**config.mk**
```make
export PLATFORM = sky130hd
export DESIGN_NAME = drive_enable_reset_fault_sequencer
export DESIGN_NICKNAME = d
export VERILOG_FILES = /design/src/drv_seq_pkg.sv /design/src/pin_sync.sv /design/src/drive_enable_reset_fault_sequencer.sv
export VERILOG_INCLUDE_DIRS = /design/src
export SDC_FILE = /design/constraint.sdc
export NUM_CORES = 1
export LEC_CHECK = 0
export BUFFER_PORTS_ARGS = -buffer_cell sky130_fd_sc_hd__buf_2
export CORE_MARGIN = 10
export CORE_UTILIZATION = 40
export CTS_CLUSTER_SIZE = 20
export DETAILED_ROUTE_END_ITERATION = 8
export RECOVER_POWER = 50
export SYNTH_ARGS = -nofsm -noshare
export SYNTH_HDL_FRONTEND = slang
export SYNTH_SLANG_ARGS = --single-unit
```
**constraint.sdc**
```tcl
create_clock -name i_mclk -period 3 [get_ports i_mclk]
set_clock_uncertainty 0.05 [all_clocks]
set_input_delay 0.9 -clock i_mclk [delete_from_list [all_inputs] [get_ports i_mclk]]
set_output_delay 0.9 -clock i_mclk [all_outputs]
set_load 0.01 [all_outputs]
```
**src/drv_seq_regs.svh**
```systemverilog
// Constants for the drive enable, reset and fault sequencer.
// Assumes a 50 MHz master clock; all times are kept in milliseconds
// and turned into cycle counts here.
`ifndef DRV_SEQ_REGS_SVH
`define DRV_SEQ_REGS_SVH

// Clock rate in kHz, so that milliseconds times this give cycles.
`define DRV_CLK_KHZ       50000
// Longest post-disable current ramp, in milliseconds.
`define DRV_RAMP_MS       275
// Initialisation time after reset release or power-up, in milliseconds.
`define DRV_INIT_MS       325
// Half period of the minor fault blink, in milliseconds.
`define DRV_BLINK_MS      250
`define DRV_RAMP_CYC      (`DRV_RAMP_MS * `DRV_CLK_KHZ)
`define DRV_INIT_CYC      (`DRV_INIT_MS * `DRV_CLK_KHZ)
`define DRV_BLINK_CYC     (`DRV_BLINK_MS * `DRV_CLK_KHZ)

// Register byte addresses.
`define DRV_ADDR_STATUS   4'h0
`define DRV_ADDR_PHASE    4'h4
`define DRV_ADDR_SWITCH   4'h8
`define DRV_ADDR_CTRL     4'hc

// Control register fields.
`define DRV_CTRL_SOFT_DIS 0
`define DRV_CTRL_CLR_MIN  1

// Status register fields.
`define DRV_STAT_CONDUCT  0
`define DRV_STAT_MINOR    1
`define DRV_STAT_MAJOR    2
`define DRV_STAT_STATE    3

// Full current level and phase reset value.
`define DRV_CUR_FULL      8'hff
`define DRV_PHASE_RST     8'h00

`endif

```
**src/drv_seq_pkg.sv**
```systemverilog
// Types shared by the sequencer and its users.
// Assumes the constants header is compiled alongside.
package drv_seq_pkg;

   // One-hot sequencer states.
   typedef enum logic [4:0] {
      ST_HOLD = 5'b00001, // Reset input active, no current.
      ST_INIT = 5'b00010, // Initialising after reset or power-up.
      ST_DIS  = 5'b00100, // Disabled, no current.
      ST_RAMP = 5'b01000, // Current ramping after disable release.
      ST_RUN  = 5'b10000  // Normal operation.
   } state_type;

   // Latched switch settings.
   typedef struct packed {
      logic       pulse_fmt; // Step and direction versus two pulses.
      logic       waveform;  // Output waveform select.
      logic [1:0] step_res;  // Step resolution select.
   } switch_type;

endpackage : drv_seq_pkg

```
**src/pin_sync.sv**
```systemverilog
// Two-stage synchroniser for a group of asynchronous pin inputs.
// Assumes each bit is independent; no word coherence is promised.
`timescale 1ns/1ns
module pin_sync #(
   parameter int W = 1
) (
   input  wire logic         i_mclk,  // Master clock.
   input  wire logic         i_rst_n, // Asynchronous reset, active low.
   input  wire logic         i_ce,    // Clock enable.
   input  wire logic [W-1:0] i_d,     // Asynchronous pin levels.
   output logic      [W-1:0] o_q      // Synchronised levels.
);

   logic [W-1:0] meta_q;

   // The first stage feeds only the second, to keep metastability out.
   always_ff @(posedge i_mclk or negedge i_rst_n) begin
      if (!i_rst_n) begin
         meta_q <= '0;
         o_q    <= '0;
      end else if (i_ce) begin
         meta_q <= i_d;
         o_q    <= meta_q;
      end
   end

endmodule : pin_sync

```
**src/drive_enable_reset_fault_sequencer.sv**
```systemverilog
// Enable, reset and fault sequencing for a stepper drive.
// Assumes the disable, reset, step, direction and switch inputs come
// straight from isolated pins, and that the major fault event comes from
// power stage logic on the same clock.
//
// The register offsets and the strobed register port were left to the implementer.
`timescale 1ns/1ns
`include "drv_seq_regs.svh"

// How it works
// - Disable active drops winding current to zero at once.
// - Step and direction pulses are ignored while disabled.
// - The commutation phase is held through disable and reused.
// - After disable release current ramps up in steps within 275 ms.
// - Steps are not acted on until the ramp has finished.
// - A step during the ramp records a step-window minor fault.
// - A minor fault blinks the indicator but keeps the drive running.
// - The fault output stays off while disabled and while ramping.
// - Reset input active removes motor current.
// - Reset input active reloads the switch settings.
// - Reset input active clears a latched major fault.
// - Fault output stays off during reset and 325 ms after release, unless a disable during initialisation hands over to the ramp.
// - A step before initialisation ends is a step-window violation.
// - The fault output conducts only in normal operation without a major fault.
module drive_enable_reset_fault_sequencer #(
   parameter int RAMP_CYC  = `DRV_RAMP_CYC,  // Longest ramp, cycles.
   parameter int INIT_CYC  = `DRV_INIT_CYC,  // Initialisation, cycles.
   parameter int BLINK_CYC = `DRV_BLINK_CYC  // Blink half period.
) (
   input  wire logic                   i_mclk,       // Master clock.
   input  wire logic                   i_rst_n,      // Async reset.
   input  wire logic                   i_ce,         // Clock enable.
   input  wire logic                   i_disable,    // Disable pin.
   input  wire logic                   i_reset_in,   // Reset pin.
   input  wire logic                   i_step,       // Step pin.
   input  wire logic                   i_dir,        // Direction pin.
   input  wire logic                   i_sw_fmt,     // Pulse format.
   input  wire logic                   i_sw_wave,    // Waveform.
   input  wire logic [1:0]             i_sw_res,     // Resolution.
   input  wire logic                   i_major_evt,  // Major fault pulse.
   input  wire logic [3:0]             i_addr,       // Register address.
   input  wire logic [31:0]            i_wdata,      // Write data.
   input  wire logic                   i_wr,         // Write strobe.
   input  wire logic                   i_rd,         // Read strobe.
   output logic      [31:0]            o_rdata,      // Read data.
   output logic      [7:0]             o_current,    // Current level.
   output logic      [7:0]             o_phase,      // Commutation phase.
   output logic                        o_step_acc,   // Step taken pulse.
   output logic                        o_fault_conduct, // High: normal.
   output logic                        o_motor_fault_indicator, // LED.
   output drv_seq_pkg::switch_type     o_switch,     // Latched switches.
   output drv_seq_pkg::state_type      o_state       // Sequencer state.
);
   import drv_seq_pkg::*;

   // Cycles between current increments; 255 steps fit inside the ramp.
   localparam int PRE_RAW = RAMP_CYC / 255;
   localparam int PRE_CYC = (PRE_RAW < 1) ? 1 : PRE_RAW;

   logic [7:0] pins_s;
   logic       dis_s;
   logic       rst_s;
   logic       step_s;
   logic       dir_s;
   logic       step_prev_q;
   logic       step_rise;
   logic       soft_dis_q;
   logic       dis_act;
   state_type  state_q;
   state_type  state_d;
   logic [31:0] timer_q;
   logic [31:0] pre_q;
   logic        pre_tick;
   logic        init_done;
   logic [7:0]  cur_q;
   logic [7:0]  phase_q;
   logic        major_q;
   logic        minor_q;
   logic        clr_min;
   logic [31:0] blink_cnt_q;
   logic        blink_q;
   switch_type  sw_q;
   logic        acc_q;
   logic        conduct_q;
   logic [31:0] rdata_q;

   // Phase advance per step for each resolution setting.
   function automatic logic [7:0] phase_inc(input logic [1:0] res);
      case (res)
         2'h0:    phase_inc = 8'h40;
         2'h1:    phase_inc = 8'h10;
         2'h2:    phase_inc = 8'h04;
         default: phase_inc = 8'h01;
      endcase
   endfunction : phase_inc

   // Every pin crosses two flip-flops before any logic looks at it.
   pin_sync #(
      .W (8)
   ) u_pins (
      .i_mclk  (i_mclk),
      .i_rst_n (i_rst_n),
      .i_ce    (i_ce),
      .i_d     ({i_disable, i_reset_in, i_step, i_dir,
                 i_sw_fmt, i_sw_wave, i_sw_res}),
      .o_q     (pins_s)
   );

   assign dis_s  = pins_s[7];
   assign rst_s  = pins_s[6];
   assign step_s = pins_s[5];
   assign dir_s  = pins_s[4];

   // Software disable acts exactly like the disable pin.
   assign dis_act   = dis_s | soft_dis_q;
   assign step_rise = step_s & ~step_prev_q;
   assign pre_tick  = (pre_q == 32'(PRE_CYC - 1));
   assign init_done = (timer_q >= 32'(INIT_CYC - 1));

   // Step edge detection works on the synchronised level only.
   always_ff @(posedge i_mclk or negedge i_rst_n) begin
      if (!i_rst_n) begin
         step_prev_q <= 1'b0;
      end else if (i_ce) begin
         step_prev_q <= step_s;
      end
   end

   // Next state; the reset input overrides everything else.
   always_comb begin
      state_d = state_q;
      if (rst_s) begin
         state_d = ST_HOLD;
      end else begin
         case (state_q)
            ST_HOLD: begin
               state_d = ST_INIT;
            end
            ST_INIT: begin
               if (dis_act) begin
                  state_d = ST_DIS;
               end else if (init_done && cur_q == `DRV_CUR_FULL) begin
                  state_d = ST_RUN;
               end
            end
            ST_DIS: begin
               if (!dis_act) begin
                  state_d = ST_RAMP;
               end
            end
            ST_RAMP: begin
               if (dis_act) begin
                  state_d = ST_DIS;
               end else if (cur_q == `DRV_CUR_FULL) begin
                  state_d = ST_RUN;
               end
            end
            ST_RUN: begin
               if (dis_act) begin
                  state_d = ST_DIS;
               end
            end
            default: begin
               state_d = ST_HOLD;
            end
         endcase
      end
   end

   // Power-up lands in the hold state so it runs the reset sequence.
   always_ff @(posedge i_mclk or negedge i_rst_n) begin
      if (!i_rst_n) begin
         state_q <= ST_HOLD;
      end else if (i_ce) begin
         state_q <= state_d;
      end
   end

   // Initialisation timer restarts whenever the state changes.
   always_ff @(posedge i_mclk or negedge i_rst_n) begin
      if (!i_rst_n) begin
         timer_q <= '0;
      end else if (i_ce) begin
         if (state_d != state_q || state_q != ST_INIT) begin
            timer_q <= '0;
         end else if (!init_done) begin
            timer_q <= timer_q + 32'h1;
         end
      end
   end

   // Ramp prescaler runs only in the ramp and initialisation states.
   always_ff @(posedge i_mclk or negedge i_rst_n) begin
      if (!i_rst_n) begin
         pre_q <= '0;
      end else if (i_ce) begin
         if ((state_q != ST_RAMP && state_q != ST_INIT) || pre_tick) begin
            pre_q <= '0;
         end else begin
            pre_q <= pre_q + 32'h1;
         end
      end
   end

   // Current drops at once and climbs one step per tick, which keeps
   // the torque from jerking the rotor off its held phase.
   always_ff @(posedge i_mclk or negedge i_rst_n) begin
      if (!i_rst_n) begin
         cur_q <= 8'h00;
      end else if (i_ce) begin
         if (rst_s || dis_act || major_q || state_q == ST_HOLD ||
             state_q == ST_DIS) begin
            cur_q <= 8'h00;
         end else if (state_q == ST_RUN) begin
            cur_q <= `DRV_CUR_FULL;
         end else if (pre_tick && cur_q != `DRV_CUR_FULL) begin
            cur_q <= cur_q + 8'h01;
         end
      end
   end

   // Steps move the phase only in normal operation without a major fault.
   always_ff @(posedge i_mclk or negedge i_rst_n) begin
      if (!i_rst_n) begin
         phase_q <= `DRV_PHASE_RST;
         acc_q   <= 1'b0;
      end else if (i_ce) begin
         acc_q <= 1'b0;
         if (state_q == ST_HOLD) begin
            phase_q <= `DRV_PHASE_RST;
         end else if (step_rise && state_q == ST_RUN && !dis_act &&
                      !major_q) begin
            acc_q <= 1'b1;
            if (dir_s) begin
               phase_q <= phase_q + phase_inc(sw_q.step_res);
            end else begin
               phase_q <= phase_q - phase_inc(sw_q.step_res);
            end
         end
         // Outside the branch above the phase is simply kept.
      end
   end

   // Switches follow the pins in hold and while initialising. At power-up
   // the hold state lasts one edge while the pin synchroniser is still
   // empty, so the settings are only trusted once initialisation ends.
   always_ff @(posedge i_mclk or negedge i_rst_n) begin
      if (!i_rst_n) begin
         sw_q <= '0;
      end else if (i_ce) begin
         if (state_q == ST_HOLD || state_q == ST_INIT) begin
            sw_q <= switch_type'(pins_s[3:0]);
         end
      end
   end

   // Major fault latches until the reset input clears it.
   always_ff @(posedge i_mclk or negedge i_rst_n) begin
      if (!i_rst_n) begin
         major_q <= 1'b0;
      end else if (i_ce) begin
         if (rst_s || state_q == ST_HOLD) begin
            major_q <= 1'b0;
         end else if (i_major_evt) begin
            major_q <= 1'b1;
         end
      end
   end

   // A step too early sets the minor flag; a set beats a clear.
   assign clr_min = i_wr && i_addr == `DRV_ADDR_CTRL &&
                    i_wdata[`DRV_CTRL_CLR_MIN];

   always_ff @(posedge i_mclk or negedge i_rst_n) begin
      if (!i_rst_n) begin
         minor_q <= 1'b0;
      end else if (i_ce) begin
         if (step_rise && (state_q == ST_RAMP || state_q == ST_INIT)) begin
            minor_q <= 1'b1;
         end else if (clr_min || state_q == ST_HOLD) begin
            minor_q <= 1'b0;
         end
      end
   end

   // Blink timer for the minor fault; it free-runs only while needed.
   always_ff @(posedge i_mclk or negedge i_rst_n) begin
      if (!i_rst_n) begin
         blink_cnt_q <= '0;
         blink_q     <= 1'b0;
      end else if (i_ce) begin
         if (!minor_q) begin
            blink_cnt_q <= '0;
            blink_q     <= 1'b0;
         end else if (blink_cnt_q == 32'(BLINK_CYC - 1)) begin
            blink_cnt_q <= '0;
            blink_q     <= ~blink_q;
         end else begin
            blink_cnt_q <= blink_cnt_q + 32'h1;
         end
      end
   end

   // Fault output conducts only in normal running without a major fault,
   // so a dead drive reads the same as a faulted one.
   always_ff @(posedge i_mclk or negedge i_rst_n) begin
      if (!i_rst_n) begin
         conduct_q <= 1'b0;
      end else if (i_ce) begin
         conduct_q <= (state_d == ST_RUN) && !major_q && !rst_s &&
                      !dis_act;
      end
   end

   // Software disable bit; the clear bit is a write pulse only.
   always_ff @(posedge i_mclk or negedge i_rst_n) begin
      if (!i_rst_n) begin
         soft_dis_q <= 1'b0;
      end else if (i_ce) begin
         if (i_wr && i_addr == `DRV_ADDR_CTRL) begin
            soft_dis_q <= i_wdata[`DRV_CTRL_SOFT_DIS];
         end
      end
   end

   // Read data stands for the one cycle after the read strobe.
   always_ff @(posedge i_mclk or negedge i_rst_n) begin
      if (!i_rst_n) begin
         rdata_q <= '0;
      end else if (i_ce) begin
         rdata_q <= '0;
         if (i_rd) begin
            case (i_addr)
               `DRV_ADDR_STATUS: begin
                  rdata_q[`DRV_STAT_CONDUCT] <= conduct_q;
                  rdata_q[`DRV_STAT_MINOR]   <= minor_q;
                  rdata_q[`DRV_STAT_MAJOR]   <= major_q;
                  rdata_q[`DRV_STAT_STATE +: 5] <= state_q;
               end
               `DRV_ADDR_PHASE: begin
                  rdata_q[7:0] <= phase_q;
               end
               `DRV_ADDR_SWITCH: begin
                  rdata_q[3:0] <= sw_q;
               end
               `DRV_ADDR_CTRL: begin
                  rdata_q[`DRV_CTRL_SOFT_DIS] <= soft_dis_q;
               end
               default: begin
                  rdata_q <= '0;
               end
            endcase
         end
      end
   end

   // Outputs come from flip-flops; the indicator is gated from three of them.
   assign o_rdata                 = rdata_q;
   assign o_current               = cur_q;
   assign o_phase                 = phase_q;
   assign o_step_acc              = acc_q;
   assign o_fault_conduct         = conduct_q;
   assign o_motor_fault_indicator = major_q | (minor_q & blink_q);
   assign o_switch                = sw_q;
   assign o_state                 = state_q;

endmodule : drive_enable_reset_fault_sequencer

```
# Word level (Yosys, flattened, before mapping)
# Index checks and enable logic that the tools add are counted.
[totals]
output_inout_bits = 60
input_bits = 50
elab_cells = 131
regBits = 176
[op_classes]
bitwise = 6
n_eq_ne = 20
n_reduce_logical = 39
mux = 40
add_sub_neg = 6
n_lt_le_gt_ge = 1
[ops]
columns = ["operator", "n"]
rows = [
  ["32-bit 2-to-1 mux", 5],
  ["8-bit 2-to-1 mux", 15],
  ["32-bit by 1-bit adder with 32-bit output (second input constant)", 3],
  ["5-bit 2-to-1 mux", 7],
  ["32-bit by 16-bit equality test with 1-bit output (second input constant)", 1],
  ["32-bit by 24-bit equality test with 1-bit output (second input constant)", 1],
  ["32-bit by 24-bit >= comparator with 1-bit output (second input constant)", 1],
  ["5-bit case mux with 5 select lines", 1],
  ["7-bit case mux with 3 select lines", 1],
  ["2-bit AND reduction", 8],
  ["1-bit logical AND", 12],
  ["5-bit equality test (second input constant)", 2],
  ["1-bit logical OR", 10],
  ["3-bit case mux with 3 select lines", 1],
  ["8-bit by 1-bit adder with 8-bit output (second input constant)", 1],
  ["8-bit adder", 1],
  ["4-bit equality test (second input constant)", 2],
  ["8-bit equality test (second input constant)", 1],
  ["1-bit 2-to-1 mux", 8],
  ["8-bit inequality test (second input constant)", 1],
  ["4-bit case mux with 2 select lines", 1],
  ["8-bit subtractor", 1],
  ["2-bit nonzero test", 3],
  ["5-bit by 1-bit equality test with 1-bit output (second input constant)", 1],
  ["18 further kinds", 24],
]

# Depth between registers and ports, before layout
[logic_depth]
depth_word = 12
ltp_mapped = 10

# Hierarchy
# From an unflattened synthesis, not the netlist that was laid out.
[hier_totals]
cells_unflattened = 827
hier_area_um2 = 8184.1
[by_module_without_submodules]
columns = ["module", "cells_per_inst", "seq_area_each_um2", "area_per_inst_um2", "n_inst"]
rows = [
  ["drive_enable_reset_fault_sequencer", 793, 3404.5, 7534.7, 1],
  ["pin_sync", 34, 400.4, 649.4, 1],
]

# Least setup slack after synthesis
# OpenSTA, ideal clock, no wires.
[synth_timing]
path_kind = "input -> register"
from = "in i_ce"
to = "reg pre_q[29]"
cell_stages = 9
required_ns = 2.873
arrival_ns = 2.868
setup_slack_ns = 0.005
path_cell_list = "buf_2 > nand2_1 > or4_1 > buf_2 > or2_4 > or3_1 > buf_2 > or3_1 > a21oi_1"
[synth_lines]
columns = ["element", "line_no", "text"]
rows = [
  ["from (decl)", "drive_enable_reset_fault_sequencer.sv:32", "input wire logic i_ce,"],
  ["to (signal assigned)", "drive_enable_reset_fault_sequencer.sv:200", "pre_q <= pre_q + 32'h1;"],
  ["to (decl)", "drive_enable_reset_fault_sequencer.sv:72", "logic [31:0] pre_q;"],
]

# Final worst setup path
[layout_timing]
from = "reg state_q[4], in the netlist o_state[4]"
to = "reg timer_q[16]"
[layout_between]
elab_chain_cells = 8
elab_cells_between_ends = 19
cone_classes = "eq/ne: 8; mux: 9; reduce/logical: 2"
[layout_lines]
columns = ["element", "line_no", "text"]
rows = [
  ["from (decl)", "drive_enable_reset_fault_sequencer.sv:69", "state_type state_q;"],
  ["from (signal assigned)", "drive_enable_reset_fault_sequencer.sv:175", "state_q <= state_d;"],
  ["5-bit 2-to-1 mux (on tied branches)", "drive_enable_reset_fault_sequencer.sv:154, drive_enable_reset_fault_sequencer.sv:142", ""],
  ["5-bit 2-to-1 mux (on tied branches)", "drive_enable_reset_fault_sequencer.sv:152, drive_enable_reset_fault_sequencer.sv:140", ""],
  ["5-bit case mux with 5 select lines", "drive_enable_reset_fault_sequencer.sv:135", "case (state_q)"],
  ["5-bit 2-to-1 mux", "drive_enable_reset_fault_sequencer.sv:132", "if (rst_s) begin"],
  ["5-bit inequality test", "drive_enable_reset_fault_sequencer.sv:184", "if (state_d != state_q || state_q != ST_INIT) begin"],
  ["1-bit logical OR (*)", "drive_enable_reset_fault_sequencer.sv:184", ""],
  ["2-bit by 1-bit inequality test with 1-bit output (no source line)", "-", ""],
  ["2-bit AND reduction (no source line)", "-", ""],
  ["to (signal assigned)", "drive_enable_reset_fault_sequencer.sv:187", "timer_q <= timer_q + 32'h1;"],
  ["to (decl)", "drive_enable_reset_fault_sequencer.sv:71", "logic [31:0] timer_q;"],
]
# Mark *: on every way between the ends. The rest lies on a longest branch, timed or not.
# A chain may end at the register's enable or synchronous reset.

==> impl_metrics.yaml <==
status:
  status: "finished with violations"
  violations: "capacitance limit, slew limit"
setup_path:
  crit_arrival_ns: 3.09
  crit_fanout: 9
  critPathKind: "reg -> reg"
  crit_path_cell_trace: "nor4b_1, a32oi_1, a21oi_1, nor4b_1, o211ai_1, buf_4, nor3b_1, a21o_1"
  cp-start-kind: "register"
  cp.required_ns: 3.32
  critPathMaxStageDelay_ns: 0.49
  cp_slowest_cell: "dfrtp_1"
  worstSetupEndpointType: "register"
  cp_common_cell: "nor4b_1"
logic_synthesis:
  ys_async_sr_fraction_pct: 100.0
  yosysUniqueCellTypes: 59
  yosysSeqAreaShare_pct: 47.46
  synth_ff_type: "dfrtp_1"
  synth_area_mm2: 0.008018
  synth_cells: 834
  syn_area_per_cell_um2: 9.614
  ys_warn_count: 0
  synth_seq_cells: 152
  synth_edf_count: 0
power_and_ir_drop:
  p_leak_nw: 4.196
  peakVddDrop_mv: 0.4253
  power.density_mw_per_mm2: 549.5
floorplan:
  floorplan.initialDensity_pct: 40.93
  dieArea_mm2: 0.02611
  rows: 51
  die-height_um: 161.6
  core_area_mm2: 0.01959
  die_x_um: 161.6
  io_pins: 110
min_path:
  min_path_type: "reg -> reg"
global_route:
  grt_pass1_vias: 6095
  grt_max_degree: 74
  grt_pass1_wl_mm: 30.64
  antenna_found_initial: 0
  grtUsageTotal_pct: 14.09
  overflow: 0
timing:
  slew_headroom_pct: -37.20
  maxSlewViolCount: 34
  min_period_ns: 2.765
  setup_violations: 0
  tns_ns: 0
  fmaxAchievable_mhz: 361.7
  period_share_pct: 92.16
  tightest_slew_ns: 2.058
  rsz0062_at_grt: "no"
  finalHoldViolations: 0
layout:
  drive_gt1_share_pct: 16.47
  final_cell_mix: "dfrtp_1 (151), nor2_1 (104), nand2_1 (63)"
  fin_nets: 967
  mostFrequentLayoutCell: "dfrtp_1"
  area_growth_pct: 15.18
  instances_no_fill: 1182
  nFillCells: 1930
  diodes: 0
routing:
  ant_nets: 0
  drtIter0Drc: 408
  drt-total-wl_mm: 17.91
  first_pass_iters: 4
  drc: 0
  wl_per_cell_um: 15.15
  viasPerCell: 5.186
  vias: 6130
clocking:
  clk_pin_slew_worst_paths_ns: 0.07
  clkSinkCount: 152
  ctsHoldBuffers: 0
  clk_latency_ns: 0.43
  tritoncts: "built"
  cts_max_path_buffers: 2
  cts-root-buf: "clkbuf_16"
  cts_buffers: 17
  htree_num_levels: 4
placed_design:
  gp_congestion: 0.7941
  place.port_buffers: 55
  place.detailed.instances: 1150
  dp_hpwl_mm: 12.78
job:
  max-cap-violations: 1
## sequential cells by signal, indices dropped and copies added, names as in the netlist
| register | flops |
|---|---|
| minor_q | 1 |
| soft_dis_q | 1 |
| timer_q | 32 |
| o_phase | 8 |
| u_pins.meta_q | 8 |
| o_state | 5 |
| pre_q | 32 |
| o_fault_conduct | 1 |
| blink_q | 1 |
| major_q | 1 |
| blink_cnt_q | 32 |
| o_switch | 4 |
| step_prev_q | 1 |
| o_current | 8 |
| u_pins.o_q | 8 |
| o_rdata | 8 |
| o_step_acc | 1 |
## path summary, 6_finish.rpt
path	start	endpoint	slack, ns	depth (start not counted)
max	o_state[4]	timer_q[16]	0.24	8
min	o_rdata[4]	o_rdata[4]	0.43	1
max reg2reg	o_state[4]	timer_q[16]	0.24	8
min reg2reg	o_rdata[4]	o_rdata[4]	0.43	1
max in group asynchronous	i_rst_n	pre_q[29]	0.69	2
min in group asynchronous	i_rst_n	pre_q[18]	0.99	1
## logic make-up after synthesis
logic type	after synthesis	synth area share, %
fa+ha+maj	13	2.122
simple gates	358	22.47
mux	32	4.494
compound gates	136	11.45
flops	152	47.46
buf+inv	78	4.963
other cells	1	0.04677
xor+xnor	64	6.991
## layer usage
metal  share of wire (%)  wire (um)  vias to the layer above  global-route usage [%]
met5                   0          0                        -                       0
met4                 1.4        249                        0                   5.335
met3                 4.9        883                       17                   3.940
met2                  45       8121                      104                   21.37
met1                  48       8656                     2973                   18.70
li1                    -          -                     3036                       -
## synth_stat cells, types with 5 or more instances
library cell	instances	area share, %
and3_1	21	1.6
nand2b_1	10	0.78
xor2_1	34	3.7
a21oi_1	23	1.4
nand2_1	63	2.9
or2_2	6	0.47
nor4b_1	9	0.98
nor2_1	105	4.9
nor2b_1	7	0.55
and2_1	20	1.6
o31ai_1	5	0.47
buf_2	12	0.75
a22o_1	11	1.2
a21o_1	11	1.0
nand3_1	43	2.7
buf_4	24	2.2
nand4_1	19	1.5
nor4_1	12	0.94
o211ai_1	5	0.47
xnor2_1	30	3.3
clkbuf_1	17	0.80
or3_1	9	0.70
dfrtp_1	151	47
ha_1	12	1.9
and4_1	5	0.55
nor3_1	17	1.1
mux2i_1	9	1.1
o21ai_0	42	2.6
o2bb2ai_1	17	1.9
mux2_2	22	3.1
inv_1	22	1.0
## worst max-delay path, delay by kind of cell (launching register included)
family                 cells  cell delay [ns]
and+or+nand+nor            3             1.01
DFF                        1             0.49
buffers and inverters      1             0.26
AOI/OAI and AO/OA          4             0.87
## timing repair
item / in CTS / in global routing
endpoints found under the setup margin: 0 / 5
gates resized for setup: 0 / 2
buffers inserted: 0 / 0
## stage by stage
stage | worst slack, ns | utilization, % | hold slack (ns) | instance area (um2) | power (W)
floorplan | 0.004888 | - | 0.4039 | 8104 | 0.002790
global placement | 0.07897 | 44.29 | 0.4134 | 8676 | 0.003079
detailed placement | 0.07804 | 44.29 | 0.4225 | 8676 | 0.003086
CTS | 0.1682 | 47.17 | 0.3045 | 9240 | 0.005141
global route | 0.05661 | 47.14 | 0.4421 | 9235 | 0.005332
finish | 0.2351 | 47.14 | 0.4309 | 9235 | 0.005075
## where the power goes
group / switching (W) / internal (W)
registers: 0.000105 / 0.00215
clock network: 0.000950 / 0.00109
logic: 0.000461 / 0.000324
## cell type report
| cell class | count | area, um2 | area share, % |
|---|---|---|---|
| multi-input combinational | 627 | 3918 | 42.42 |
| clock buffer | 17 | 425.4 | 4.606 |
| sequential | 152 | 3805 | 41.20 |
| tap | 265 | 331.6 | 3.590 |
| timing repair buffer | 84 | 534.3 | 5.785 |
| inverter | 22 | 82.58 | 0.8942 |
| clock inverter | 15 | 138.9 | 1.504 |
Note: power is estimated with default switching activity, not from simulation.
